--- config.mk ---
export PLATFORM = sky130hd
export DESIGN_NAME = four_level_irq
export DESIGN_NICKNAME = d
export VERILOG_FILES = /design/src/logic/irq_types_pkg.sv /design/src/logic/prio_pick.sv /design/src/logic/four_level_irq.sv
export VERILOG_INCLUDE_DIRS = /design/src /design/src/logic
export SDC_FILE = /design/constraint.sdc
export NUM_CORES = 1
export LEC_CHECK = 0
export ABC_AREA = 1
export BUFFER_PORTS_ARGS = -buffer_cell sky130_fd_sc_hd__buf_4
export CAP_MARGIN = 30
export CELL_PAD_IN_SITES_DETAIL_PLACEMENT = 0
export CELL_PAD_IN_SITES_GLOBAL_PLACEMENT = 1
export CORE_MARGIN = 2
export CORE_UTILIZATION = 35
export DETAILED_ROUTE_END_ITERATION = 8
export PLACE_DENSITY_LB_ADDON = 0.1
export SYNTH_ARGS = -nofsm -noshare
export SYNTH_HDL_FRONTEND = slang
export SYNTH_SLANG_ARGS = --single-unit
--- constraint.sdc ---
create_clock -name pclk -period 5.3 [get_ports pclk]
set_clock_uncertainty 0.15 [all_clocks]
set_input_delay 0.265 -clock pclk [delete_from_list [all_inputs] [get_ports pclk]]
set_output_delay 0.265 -clock pclk [all_outputs]
set_load 0.05 [all_outputs]
--- src/logic/irq_regs.svh ---
`ifndef IRQ_REGS_SVH
`define IRQ_REGS_SVH

// register indices; byte address is four times the index
`define IEM_IDX 8'ha8
`define IEX_IDX 8'hb1
`define PRH_IDX 8'hb7
`define PRL_IDX 8'hb8
`define PRX_IDX 8'hc0
`define STAT_IDX 8'hc1

`define IEM_RST 8'h00
`define IEX_RST 8'h00
`define PRH_RST 8'h00
`define PRL_RST 8'h00
`define PRX_RST 4'h0

`define IEM_GLOBAL_BIT 7
`define IEX_SPI_BIT 2
`define IEX_KEY_BIT 0
`define IEX_MASK 8'h05
`define PRIO_MASK 8'h7f

`define NUM_SRC 9
// polling position 0 in the low nibble
`define POLL_ORDER 36'h875463210

`define VEC_EXT0 16'h0003
`define VEC_TMR0 16'h000b
`define VEC_EXT1 16'h0013
`define VEC_TMR1 16'h001b
`define VEC_SER 16'h0023
`define VEC_TMR2 16'h002b
`define VEC_CNT_ARR 16'h0033
`define VEC_KEY 16'h004b
`define VEC_SPI 16'h0043

`endif

--- src/logic/irq_types_pkg.sv ---
package irq_types_pkg;

  typedef enum logic [3:0] {
    src_ext_zero = 4'h0,
    src_timer_zero = 4'h1,
    src_ext_one = 4'h2,
    src_timer_one = 4'h3,
    src_serial = 4'h4,
    src_timer_two = 4'h5,
    src_counter_array = 4'h6,
    src_keypad = 4'h7,
    src_spi = 4'h8
  } src_t;

  typedef logic [1:0] level_t;

endpackage

--- src/logic/prio_pick.sv ---
`timescale 1ns/100ps
`include "irq_regs.svh"

module prio_pick
  import irq_types_pkg::*;
#(
  parameter int NUM_SRC = `NUM_SRC,
  parameter logic [35:0] POLL = `POLL_ORDER
) (
  input wire logic [NUM_SRC-1:0] elig,
  input wire logic [2*NUM_SRC-1:0] lvl,
  output logic found,
  output logic [3:0] win_idx,
  output level_t win_level
);

  logic [3:0] level_hit;
  logic [NUM_SRC-1:0] at_top;
  level_t top;

  genvar l;
  generate
    if (NUM_SRC != 9) begin : g_bad
      $error("prio_pick serves exactly nine sources");
    end
    for (l = 0; l < 4; l++) begin : g_lvl
      logic [NUM_SRC-1:0] m;
      always_comb begin
        for (int s = 0; s < NUM_SRC; s++) begin
          m[s] = elig[s] && (lvl[2*s +: 2] == 2'(l));
        end
      end
      assign level_hit[l] = |m;
    end
  endgenerate

  // higher level beats lower level
  assign top = level_hit[3] ? 2'd3 : level_hit[2] ? 2'd2 : level_hit[1] ? 2'd1 : 2'd0;
  assign found = |level_hit;
  assign win_level = top;

  always_comb begin
    for (int s = 0; s < NUM_SRC; s++) begin
      at_top[s] = elig[s] && (lvl[2*s +: 2] == top);
    end
  end

  // walk polling order backwards so the earliest poll position wins
  always_comb begin
    win_idx = 4'h0;
    for (int p = NUM_SRC - 1; p >= 0; p--) begin
      if (at_top[POLL[4*p +: 4]]) begin
        win_idx = POLL[4*p +: 4];
      end
    end
  end

endmodule

--- src/logic/four_level_irq.sv ---
// The APB interface to the registers was decided locally.
`timescale 1ns/100ps
`include "irq_regs.svh"

// Notes on behaviour
// - nine request sources plus reset vector
// - cleared source enable blocks its request
// - cleared global enable blocks every request
// - each source has two priority bits
// - level is high bit then low bit
// - counter array, spi, keypad vector addresses
// - preempt only by strictly higher level
// - level three service is never preempted
// - higher level wins simultaneous requests
// - fixed polling order breaks level ties
// - main enable register bit layout
// - main enable resets zero, bit addressable; here written as a whole word only
// - low priority bits, reset zero
// - high priority bits, reset zero
// - reserved priority bits ignored, read zero
// - extension enable holds spi, keypad bits
// - extension enable resets low bits zero
// - polling order ends keypad then spi
// - standard vectors for remaining sources
module four_level_irq
  import irq_types_pkg::*;
#(
  parameter int NUM_SRC = `NUM_SRC
) (
  input wire logic pclk,
  input wire logic presetn,
  input wire logic psel,
  input wire logic penable,
  input wire logic pwrite,
  input wire logic [9:0] paddr,
  input wire logic [31:0] pwdata,
  output logic [31:0] prdata,
  output logic pready,
  output logic pslverr,
  input wire logic [NUM_SRC-1:0] src_flag,
  input wire logic vector_take,
  input wire logic reti,
  output logic irq_req,
  output logic [15:0] irq_vector,
  output level_t irq_level,
  output logic [3:0] irq_src
);

  generate
    if (NUM_SRC != 9) begin : g_bad
      $error("four_level_irq serves exactly nine sources");
    end
  endgenerate

  logic [7:0] ien_main_r;
  logic [7:0] ien_ext_r;
  logic [7:0] prio_high_r;
  logic [7:0] prio_low_r;
  logic [3:0] prio_ext_r;
  logic [3:0] isr_r;
  logic [3:0] isr_nxt;
  logic pready_r;
  logic pslverr_r;
  logic [31:0] prdata_r;
  logic irq_req_r;
  logic irq_req_nxt;
  logic [15:0] irq_vector_r;
  level_t irq_level_r;
  logic [3:0] irq_src_r;

  // apb decode
  wire setup = psel && !penable;
  wire access = psel && penable && pready_r;
  wire aligned = paddr[1:0] == 2'b00;
  wire [7:0] idx = paddr[9:2];
  wire hit_iem = aligned && idx == `IEM_IDX;
  wire hit_iex = aligned && idx == `IEX_IDX;
  wire hit_prh = aligned && idx == `PRH_IDX;
  wire hit_prl = aligned && idx == `PRL_IDX;
  wire hit_prx = aligned && idx == `PRX_IDX;
  wire hit_stat = aligned && idx == `STAT_IDX;
  wire hit_any = hit_iem || hit_iex || hit_prh || hit_prl || hit_prx || hit_stat;
  wire wr_fire = access && pwrite && !pslverr_r;
  wire wr_iem = wr_fire && hit_iem;
  wire wr_iex = wr_fire && hit_iex;
  wire wr_prh = wr_fire && hit_prh;
  wire wr_prl = wr_fire && hit_prl;
  wire wr_prx = wr_fire && hit_prx;

  wire [31:0] rd_mux =
    hit_iem ? {24'h0, ien_main_r} :
    hit_iex ? {24'h0, ien_ext_r} :
    hit_prh ? {24'h0, prio_high_r} :
    hit_prl ? {24'h0, prio_low_r} :
    hit_prx ? {28'h0, prio_ext_r} :
    hit_stat ? {23'h0, irq_req_r, irq_src_r, isr_r} : 32'h0;

  // one wait-free access: ready rises in the access cycle of every transfer
  always_ff @(posedge pclk or negedge presetn) begin
    if (!presetn) begin
      pready_r <= 1'b0;
      pslverr_r <= 1'b0;
      prdata_r <= 32'h0;
    end else begin
      pready_r <= setup;
      pslverr_r <= setup && !hit_any;
      prdata_r <= (setup && !pwrite) ? rd_mux : 32'h0;
    end
  end

  // whole-word writes; single-bit set and clear is a read-modify-write by the core
  always_ff @(posedge pclk or negedge presetn) begin
    if (!presetn) begin
      ien_main_r <= `IEM_RST;
      ien_ext_r <= `IEX_RST;
      prio_high_r <= `PRH_RST;
      prio_low_r <= `PRL_RST;
      prio_ext_r <= `PRX_RST;
    end else begin
      if (wr_iem) ien_main_r <= pwdata[7:0];
      if (wr_iex) ien_ext_r <= pwdata[7:0] & `IEX_MASK;
      if (wr_prh) prio_high_r <= pwdata[7:0] & `PRIO_MASK;
      if (wr_prl) prio_low_r <= pwdata[7:0] & `PRIO_MASK;
      if (wr_prx) prio_ext_r <= pwdata[3:0];
    end
  end

  // sources in enable-bit order, then keypad and spi
  wire [NUM_SRC-1:0] src_en = {ien_ext_r[`IEX_SPI_BIT], ien_ext_r[`IEX_KEY_BIT],
                               ien_main_r[6:0]};
  wire global_en = ien_main_r[`IEM_GLOBAL_BIT];
  // flags are taken as they stand this cycle, no extra staging
  wire [NUM_SRC-1:0] eligible = src_flag & src_en & {NUM_SRC{global_en}};

  logic [2*NUM_SRC-1:0] src_lvl;
  genvar s;
  generate
    for (s = 0; s < 7; s++) begin : g_lvl
      assign src_lvl[2*s +: 2] = {prio_high_r[s], prio_low_r[s]};
    end
  endgenerate
  assign src_lvl[15:14] = prio_ext_r[1:0];
  assign src_lvl[17:16] = prio_ext_r[3:2];

  logic found;
  logic [3:0] win_idx;
  level_t win_level;

  prio_pick #(
    .NUM_SRC(NUM_SRC),
    .POLL(`POLL_ORDER)
  ) u_pick (
    .elig(eligible),
    .lvl(src_lvl),
    .found(found),
    .win_idx(win_idx),
    .win_level(win_level)
  );

  // level of the service currently running; valid only when isr_r is nonzero
  wire busy = |isr_r;
  wire level_t active_level = isr_r[3] ? 2'd3 : isr_r[2] ? 2'd2 : isr_r[1] ? 2'd1 : 2'd0;
  wire allow = found && (!busy || win_level > active_level);

  function automatic logic [15:0] vector_of(input logic [3:0] src);
    unique case (src)
      src_ext_zero: vector_of = `VEC_EXT0;
      src_timer_zero: vector_of = `VEC_TMR0;
      src_ext_one: vector_of = `VEC_EXT1;
      src_timer_one: vector_of = `VEC_TMR1;
      src_serial: vector_of = `VEC_SER;
      src_timer_two: vector_of = `VEC_TMR2;
      src_counter_array: vector_of = `VEC_CNT_ARR;
      src_keypad: vector_of = `VEC_KEY;
      src_spi: vector_of = `VEC_SPI;
      default: vector_of = 16'h0000;
    endcase
  endfunction

  wire take = vector_take && irq_req_r;
  wire [3:0] take_set = take ? (4'h1 << irq_level_r) : 4'h0;
  wire [3:0] reti_clr = (reti && busy) ? (4'h1 << active_level) : 4'h0;

  // a take in the same cycle as a return still lands
  assign isr_nxt = (isr_r & ~reti_clr) | take_set;
  // request drops for one cycle after a take so the core never takes twice
  assign irq_req_nxt = allow && !take;

  always_ff @(posedge pclk or negedge presetn) begin
    if (!presetn) begin
      isr_r <= 4'h0;
      irq_req_r <= 1'b0;
      irq_vector_r <= 16'h0000;
      irq_level_r <= 2'd0;
      irq_src_r <= 4'h0;
    end else begin
      isr_r <= isr_nxt;
      irq_req_r <= irq_req_nxt;
      irq_vector_r <= vector_of(win_idx);
      irq_level_r <= win_level;
      irq_src_r <= win_idx;
    end
  end

  assign prdata = prdata_r;
  assign pready = pready_r;
  assign pslverr = pslverr_r;
  assign irq_req = irq_req_r;
  assign irq_vector = irq_vector_r;
  assign irq_level = irq_level_r;
  assign irq_src = irq_src_r;

  // helper state for the checks below
  logic [NUM_SRC-1:0] elig_q;
  logic [2*NUM_SRC-1:0] lvl_q;
  logic [3:0] isr_q;
  logic global_q;
  always_ff @(posedge pclk or negedge presetn) begin
    if (!presetn) begin
      elig_q <= '0;
      lvl_q <= '0;
      isr_q <= 4'h0;
      global_q <= 1'b0;
    end else begin
      elig_q <= eligible;
      lvl_q <= src_lvl;
      isr_q <= isr_r;
      global_q <= global_en;
    end
  end

  wire level_t act_q = isr_q[3] ? 2'd3 : isr_q[2] ? 2'd2 : isr_q[1] ? 2'd1 : 2'd0;
  logic higher_waiting;
  always_comb begin
    higher_waiting = 1'b0;
    for (int i = 0; i < NUM_SRC; i++) begin
      if (elig_q[i] && lvl_q[2*i +: 2] > irq_level_r) higher_waiting = 1'b1;
    end
  end

  a_global_gate: assert property (
    @(posedge pclk) disable iff (!presetn) irq_req_r |-> global_q)
    else $error("request raised while global enable was clear");

  a_source_enabled: assert property (
    @(posedge pclk) disable iff (!presetn) irq_req_r |-> elig_q[irq_src_r])
    else $error("request from a source that was not eligible");

  a_level_value: assert property (
    @(posedge pclk) disable iff (!presetn)
    irq_req_r |-> irq_level_r == lvl_q[2*irq_src_r +: 2])
    else $error("reported level does not match priority bits");

  a_higher_first: assert property (
    @(posedge pclk) disable iff (!presetn) irq_req_r |-> !higher_waiting)
    else $error("a higher level request was passed over");

  a_strict_preempt: assert property (
    @(posedge pclk) disable iff (!presetn)
    irq_req_r && (isr_q != 4'h0) |-> irq_level_r > act_q)
    else $error("preemption by equal or lower level");

  a_top_level_holds: assert property (
    @(posedge pclk) disable iff (!presetn) isr_r[3] |=> !irq_req_r)
    else $error("level three service was preempted");

  a_take_marks: assert property (
    @(posedge pclk) disable iff (!presetn)
    vector_take && irq_req_r |=> isr_r[$past(irq_level_r)])
    else $error("taken level not marked in service");

  a_take_drops: assert property (
    @(posedge pclk) disable iff (!presetn) vector_take && irq_req_r |=> !irq_req_r)
    else $error("request stayed up after take");

  a_reti_pops: assert property (
    @(posedge pclk) disable iff (!presetn)
    reti && !vector_take && isr_r != 4'h0 |=> $countones(isr_r) == $countones(isr_q) - 1)
    else $error("return did not clear exactly one level");

  a_vector_map: assert property (
    @(posedge pclk) disable iff (!presetn)
    irq_req_r && irq_src_r == src_spi |-> irq_vector_r == `VEC_SPI)
    else $error("wrong spi vector");

  a_apb_ready: assert property (
    @(posedge pclk) disable iff (!presetn) psel && !penable |=> pready_r ##1 !pready_r)
    else $error("ready not a one-cycle answer to setup");

  a_vector_counter: assert property (
    @(posedge pclk) disable iff (!presetn)
    irq_req_r && irq_src_r == src_counter_array |-> irq_vector_r == `VEC_CNT_ARR)
    else $error("wrong counter array vector");

  a_vector_keypad: assert property (
    @(posedge pclk) disable iff (!presetn)
    irq_req_r && irq_src_r == src_keypad |-> irq_vector_r == `VEC_KEY)
    else $error("wrong keypad vector");

  a_vector_ext_zero: assert property (
    @(posedge pclk) disable iff (!presetn)
    irq_req_r && irq_src_r == src_ext_zero |-> irq_vector_r == `VEC_EXT0)
    else $error("wrong external line zero vector");

  a_vector_ext_one: assert property (
    @(posedge pclk) disable iff (!presetn)
    irq_req_r && irq_src_r == src_ext_one |-> irq_vector_r == `VEC_EXT1)
    else $error("wrong external line one vector");

  a_vector_timer_one: assert property (
    @(posedge pclk) disable iff (!presetn)
    irq_req_r && irq_src_r == src_timer_one |-> irq_vector_r == `VEC_TMR1)
    else $error("wrong timer one vector");

  a_vector_timer_two: assert property (
    @(posedge pclk) disable iff (!presetn)
    irq_req_r && irq_src_r == src_timer_two |-> irq_vector_r == `VEC_TMR2)
    else $error("wrong timer two vector");

  a_vector_serial: assert property (
    @(posedge pclk) disable iff (!presetn)
    irq_req_r && irq_src_r == src_serial |-> irq_vector_r == `VEC_SER)
    else $error("wrong serial vector");

  a_ext_reserved: assert property (
    @(posedge pclk) disable iff (!presetn) (ien_ext_r & ~`IEX_MASK) == 8'h00)
    else $error("reserved extension enable bit set");

  a_prio_reserved: assert property (
    @(posedge pclk) disable iff (!presetn) !prio_high_r[7] && !prio_low_r[7])
    else $error("reserved priority bit set");

  a_isr_steady: assert property (
    @(posedge pclk) disable iff (!presetn) !vector_take && !reti |=> isr_r == $past(isr_r))
    else $error("in-service flags moved without take or return");

  a_needs_eligible: assert property (
    @(posedge pclk) disable iff (!presetn) elig_q == '0 |-> !irq_req_r)
    else $error("request with nothing eligible");

  a_error_with_ready: assert property (
    @(posedge pclk) disable iff (!presetn) pslverr_r |-> pready_r)
    else $error("error flagged outside the access cycle");

  a_rdata_idle: assert property (
    @(posedge pclk) disable iff (!presetn) !pready_r |-> prdata_r == 32'h0)
    else $error("read data not zero outside the access cycle");

endmodule

-- After elaboration in Yosys (flattened, before gate mapping)
Memories as Yosys holds them, arrays and structs flattened. A register that Yosys moved wholly into a read port is not among the register bits.
Index checks and enable logic that the tools add are counted.
- word-level logic and storage cells: 183
- register bits after elaboration: 66
- memories: 1
- memory bits (read-only): 96
- memory list (name ; words ; width ; rd ports ; clocked after memory_dff ; wr ports ; line ; source):
    (name not given) ; 16 ; 6 ; 1 ; 1 ; 0 ; four_level_irq.sv:166 ; unique case (src)
- bitwise logic cells: 5
- magnitude comparators: 1
- multiplexer cells: 24
- reductions and logical operators: 95
- shifts and indexed selects: 2
- equal/unequal tests: 42
- operators by type and width (kind ; number):
    logical AND 1 bit ; 67
    two-way mux 9 bit ; 7
    equality test 8 bit, second input constant ; 6
    two-way mux 4 bit ; 11
    equality test 2 bit, second input constant ; 18
    OR reduction 36 bit ; 1
    OR reduction 9 bit ; 3
    zero test 2 bit ; 10
    bitwise AND 9 bit ; 2
    equality test 2 x 1 -> 1 bit, second input constant ; 9
    equality test 2 bit ; 9
    two-way mux 2 bit ; 4
    left shift 1 x 2 -> 4 bit, first input constant ; 2
    zero test 1 bit ; 7
    logical OR 1 bit ; 6
    bitwise AND 4 bit ; 1
    inverter 4 bit ; 1
    bitwise OR 4 bit ; 1
    OR reduction 4 bit ; 1
    greater-than comparator 2 bit ; 1
    two-way mux 1 bit ; 2

-- Logic depth before layout (Yosys ltp)
- depth after elaboration: 18
- gate-level depth with buffers: 23
- depth with buffers taken out: 21

-- Cells and area by module
A second synthesis with hierarchy kept.
- cells, all modules: 474
- area total of the unflattened synthesis: 3558.4 um^2
- modules (own cells, without submodules) (module ; cells an instance ; times used ; area each (um^2)):
    four_level_irq ; 335 ; 1 ; 2822.7
    prio_pick ; 139 ; 1 ; 735.7

-- Least setup slack after synthesis
Ideal clock, no wire load.
- path kind: register to register
- start point: reg ien_main_r[7]
- end point: reg irq_req_r, in the netlist irq_req
- buffers on the path: 2
- clock period less this slack: 2.217 ns
- arrival: 1.964 ns
- required time: 5.046 ns
- stages on the path, launching flop included: 15
- path slack: 3.083 ns
- setup time: 0.104 ns
- cell sequence: dfrtp_1 > buf_6 > nand3_1 > nor2_1 > nor2_2 > nand3_2 > nor2_8 > nand2_4 > nand2_4 > buf_12 > inv_1 > ha_1 > nand2_1 > o21ai_0 > a221oi_1
- longest elaborated chain between the ends: 10
- elaborated cells between the ends (all ways): 48
- ends and longest elaborated chain (what ; line ; source):
    from (decl) ; four_level_irq.sv:55 ; logic [7:0] ien_main_r;
    from (signal assigned) ; four_level_irq.sv:114 ; ien_main_r <= `IEM_RST;
    from (signal assigned) ; four_level_irq.sv:120 ; if (wr_iem) ien_main_r <= pwdata[7:0];
    bitwise AND 9 bit * ; four_level_irq.sv:133 ; wire [NUM_SRC-1:0] eligible = src_flag & src_en & {NUM_SRC{global_en}};
    logical AND 1 bit ; prio_pick.sv:30 ; m[s] = elig[s] && (lvl[2*s +: 2] == 2'(l));
    OR reduction 9 bit ; prio_pick.sv:33 ; assign level_hit[l] = |m;
    two-way mux 1 bit ; prio_pick.sv:38 ; assign top = level_hit[3] ? 2'd3 : level_hit[2] ? 2'd2 : level_hit[1] ? 2'd1 : 2'd0;
    two-way mux 2 bit ; prio_pick.sv:38 ;
    two-way mux 2 bit * ; prio_pick.sv:38 ;
    net u_pick.win_level[0] ; prio_pick.sv:14 ; output level_t win_level
    greater-than comparator 2 bit * ; four_level_irq.sv:163 ; wire allow = found && (!busy || win_level > active_level);
    logical OR 1 bit * ; four_level_irq.sv:163 ;
    logical AND 1 bit * ; four_level_irq.sv:163 ;
    logical AND 1 bit * ; four_level_irq.sv:187 ; assign irq_req_nxt = allow && !take;
    net irq_req_nxt ; four_level_irq.sv:66 ; logic irq_req_nxt;
    to (signal assigned) ; four_level_irq.sv:198 ; irq_req_r <= irq_req_nxt;
    to (decl) ; four_level_irq.sv:65 ; logic irq_req_r;
The timed path passes the listed nets; every way through them passes the cells marked *.
A chain may end at the register's enable or synchronous reset.

-- Final worst setup path
- start point: reg ien_main_r[7]
- end point: reg irq_req_r, in the netlist irq_req
- longest elaborated chain between the ends: 10
- elaborated cells between the ends (all ways): 48
- ends and longest elaborated chain (what ; line):
    bitwise AND 9 bit * ; four_level_irq.sv:133
    logical AND 1 bit ; prio_pick.sv:30
    OR reduction 9 bit ; prio_pick.sv:33
    two-way mux 1 bit ; prio_pick.sv:38
    two-way mux 2 bit (2 in series) ; prio_pick.sv:38
    greater-than comparator 2 bit ; four_level_irq.sv:163
    logical OR 1 bit ; four_level_irq.sv:163
    logical AND 1 bit * ; four_level_irq.sv:163
    logical AND 1 bit * ; four_level_irq.sv:187
    net irq_req_nxt ; four_level_irq.sv:66
Marked as above.

==> qor.yml <==
setup_path:
  path_max_fanout: 12
  cp_num_buf_inv: 2
  crit_path_start_kind: "flop"
  crit_chain: "inv_8 -> nor2_2 -> nand2_1 -> nand3_1 -> nor2_1 -> nand2_1 -> nand2_4 -> nand2_4 -> inv_1 -> ha_1 -> nand2_1 -> o21ai_0 -> a221oi_1"
  slowest_delay_ns: 0.65
  cpMostUsedCell: "nand2_1"
  arrival_ns: 2.71
  critPathSlowestCell: "dfrtp_1"
  worstSetupPathType: "reg2reg"
  cp.required_ns: 5.35
  cp-end-kind: "flop"
  cp_top_family: "simple AND/OR/NAND/NOR gates"
global_routing:
  track_usage_pct: 17.7
  grt_pass1_vias: 3015
  grt_max_degree: 56
  antenna_found_initial: 0
  grt_overflow: 0
  grt_pass1_wl_mm: 15.7
clock_tree:
  cts_buffers: 5
  clkLatencyLatePin_ns: 0.32
  cts.sinks: 55
  clk_pin_slew_ns: 0.10
  cts_tree: "done"
  cts_root_buf: "clkbuf_8"
  clockBufferDepth: 2
  cts_max_level: 2
yosys:
  synthTopCellsByArea: "dfrtp_1 (38%), nand2_1 (14%), buf_4 (7.2%), inv_1 (6.8%), o21ai_0 (5.5%)"
  postSynthAreaPerCell_um2: 7.27
  syn_inst: 501
  synth_edf_count: 0
  yosys.area.top_type: "dfrtp_1"
  seq_area_frac_synth_pct: 37.8
  yosys_warnings: 0
  synthesis.area_um2: 3640
  yosys.area.top_type_share_pct: 37.8
  synth.distinct_cells: 39
  ys_async_sr_fraction_pct: 100
  dominantRegCellSynth: "dfrtp_1"
  ys_seq_elements: 55
power:
  switching_power_uw: 225
  p_sw_share_pct: 29.5
  power_density_nw_per_um2: 183
  seqPwrFrac_pct: 55.3
  p_int_uw: 538
  leakage_uw: 0.00219
  ir_drop_mv: 0.104
  clkPwrFrac_pct: 31.4
  pwr-share-comb_pct: 13.3
timing:
  maxSlewViolCount: 0
  fin_crit_ns: 2.66
  final.setup.worst_slack_ns: 2.64
  worst_slew_pin_slew_ns: 0.707
  setup-tns-final_ns: 0
  clock.fmax_ghz: 0.375
  holdWs_ns: 0.0354
  slew_headroom_pct: 52.9
  rsz0062_at_grt: "no"
  fin_crit_sh_pct: 50.2
  setup_viol: 0
  final_hold_viol_count: 0
route:
  initialDrtViolationCount: 217
  ant_nets: 0
  wl_met2_mm: 4.36
  via_count: 3165
  drt_wl_total_mm: 9.47
  highest_layer: "met4"
  drt-met1-wl_mm: 4.70
  wl_per_cell_um: 13.7
  routed-wl-met3_um: 356
  via_per_inst: 4.57
  dr.pass1.iters: 5
  drc: 0
layout:
  nNetsFinal: 616
  n_antenna_cell: 0
  area_growth_pct: 14.3
  drive_gt1_share_pct: 18.1
die:
  dieHeight_um: 106
  die_x_um: 106
  start_util_pct: 35.6
  dieArea_um2: 11200
  core_um2: 10200
  io_pins: 115
  fp-row-count: 37
run_status:
  status: "finished, final reports clean"
worst_hold_path:
  hold_class: "in2reg"
placement:
  pre_cts_ws_ns: 2.62
  dp.final_hpwl_mm: 7.60
  io_buffers: 57
  gp_congestion: 0.845
job:
  max_cap_violations: 0
power groups by stage:
stage | logic, uW | clock network, uW | registers (uW)
5_1_grt | 109 | 272 | 422
3_5_place_dp | 100 | 0 | 430
4_1_cts | 102 | 250 | 422
6_report | 102 | 240 | 422
2_1_floorplan | 81.0 | 0 | 435
3_3_place_gp | 99.7 | 0 | 430
tightest hold or removal path: cells and delay by family:
kind          cells  cell delay (ns)
buf+inv           2             0.15
simple gates      1             0.04
final timing paths:
kind                               start        endpoint  slack [ns]  cells past startpoint
setup / recovery           ien_main_r[7]         irq_req        2.64                     13
hold / removal                      psel          pready        0.04                      3
setup reg to reg           ien_main_r[7]         irq_req        2.64                     13
hold reg to reg                 isr_r[1]        isr_r[1]        0.36                      2
max in group asynchronous        presetn  prio_high_r[6]        4.14                      2
min in group asynchronous        presetn       prdata[8]        0.39                      2
logic make-up after synthesis:
group           after synthesis  synth area share, %
buf+inv                     120                 16.9
fa+ha+maj                     2                0.687
simple gates                244                 31.2
xor+xnor                      6                 1.96
compound gates               72                 11.3
other cells                   2                0.206
flops                        55                 37.8
area by class of cell:
| cell class | instances | area [um^2] |
|---|---|---|
| well taps | 136 | 170 |
| fillers | 1139 | 6070 |
| inverters | 76 | 293 |
| multi-input cells | 358 | 1770 |
| flip-flops and latches | 55 | 1380 |
| repair buffers | 60 | 458 |
| clock inverters | 3 | 25.0 |
| clock buffers | 5 | 68.8 |
what timing repair did:
item                      in CTS  in global routing
hold buffers                   3                  0
hold endpoints to repair      57                  0
buffers inserted               0                  0
resized for setup              0                  0
cell usage after synthesis (all sizes together) (2+ instances only):
master	instances
a221oi	3
o211ai	5
a21oi	14
inv	75
buf	39
o21ai	40
a31oi	2
nor4	2
ha	2
nor3	11
nor2	54
nand3	31
nand4	5
clkbuf	5
dfrtp	55
a2111oi	2
nand2	140
xor2	6
conb	2
routing by layer:
metal | vias up | track usage (%)
met5 | - | 0
met1 | 1454 | 25.1
li1 | 1628 | -
met2 | 79 | 29.2
met4 | 0 | 2.91
met3 | 4 | 2.51
flip-flops by register name, indices dropped and copies added (netlist names):
signal / cells
prio_ext_r: 4
ien_ext_r: 2
irq_vector: 5
ien_main_r: 8
irq_level: 2
prio_high_r: 7
prio_low_r: 7
prdata: 9
irq_req: 1
isr_r: 4
pslverr: 1
pready: 1
irq_src: 4
stage by stage:
| stage | power, uW | utilization (%) | instances | cell area [um^2] |
|---|---|---|---|---|
| 3_3_place_gp | 530 | 39.5 | 682 | 4040 |
| 4_1_cts | 775 | 40.7 | 693 | 4160 |
| 6_report | 763 | 40.7 | 693 | 4160 |
| 5_1_grt | 803 | 40.7 | 693 | 4160 |
| 2_1_floorplan | 516 | - | 533 | 3760 |
| 3_5_place_dp | 531 | 39.5 | 682 | 4040 |
layout by cell type (no fill, tap or decap), drive strengths merged, types with 3 or more instances in the layout:
master / synthesis / layout
a21oi: 14 / 14
a221oi: 3 / 3
buf: 39 / 57
clkbuf: 5 / 5
clkinv: 1 / 3
conb: 2 / 34
dfrtp: 55 / 55
dlygate4sd3: 0 / 3
inv: 75 / 75
nand2: 140 / 140
nand3: 31 / 31
nand4: 5 / 5
nor2: 54 / 54
nor3: 11 / 11
o211ai: 5 / 5
o21ai: 40 / 40
xor2: 6 / 6
Power figures use the tool's default switching activity.
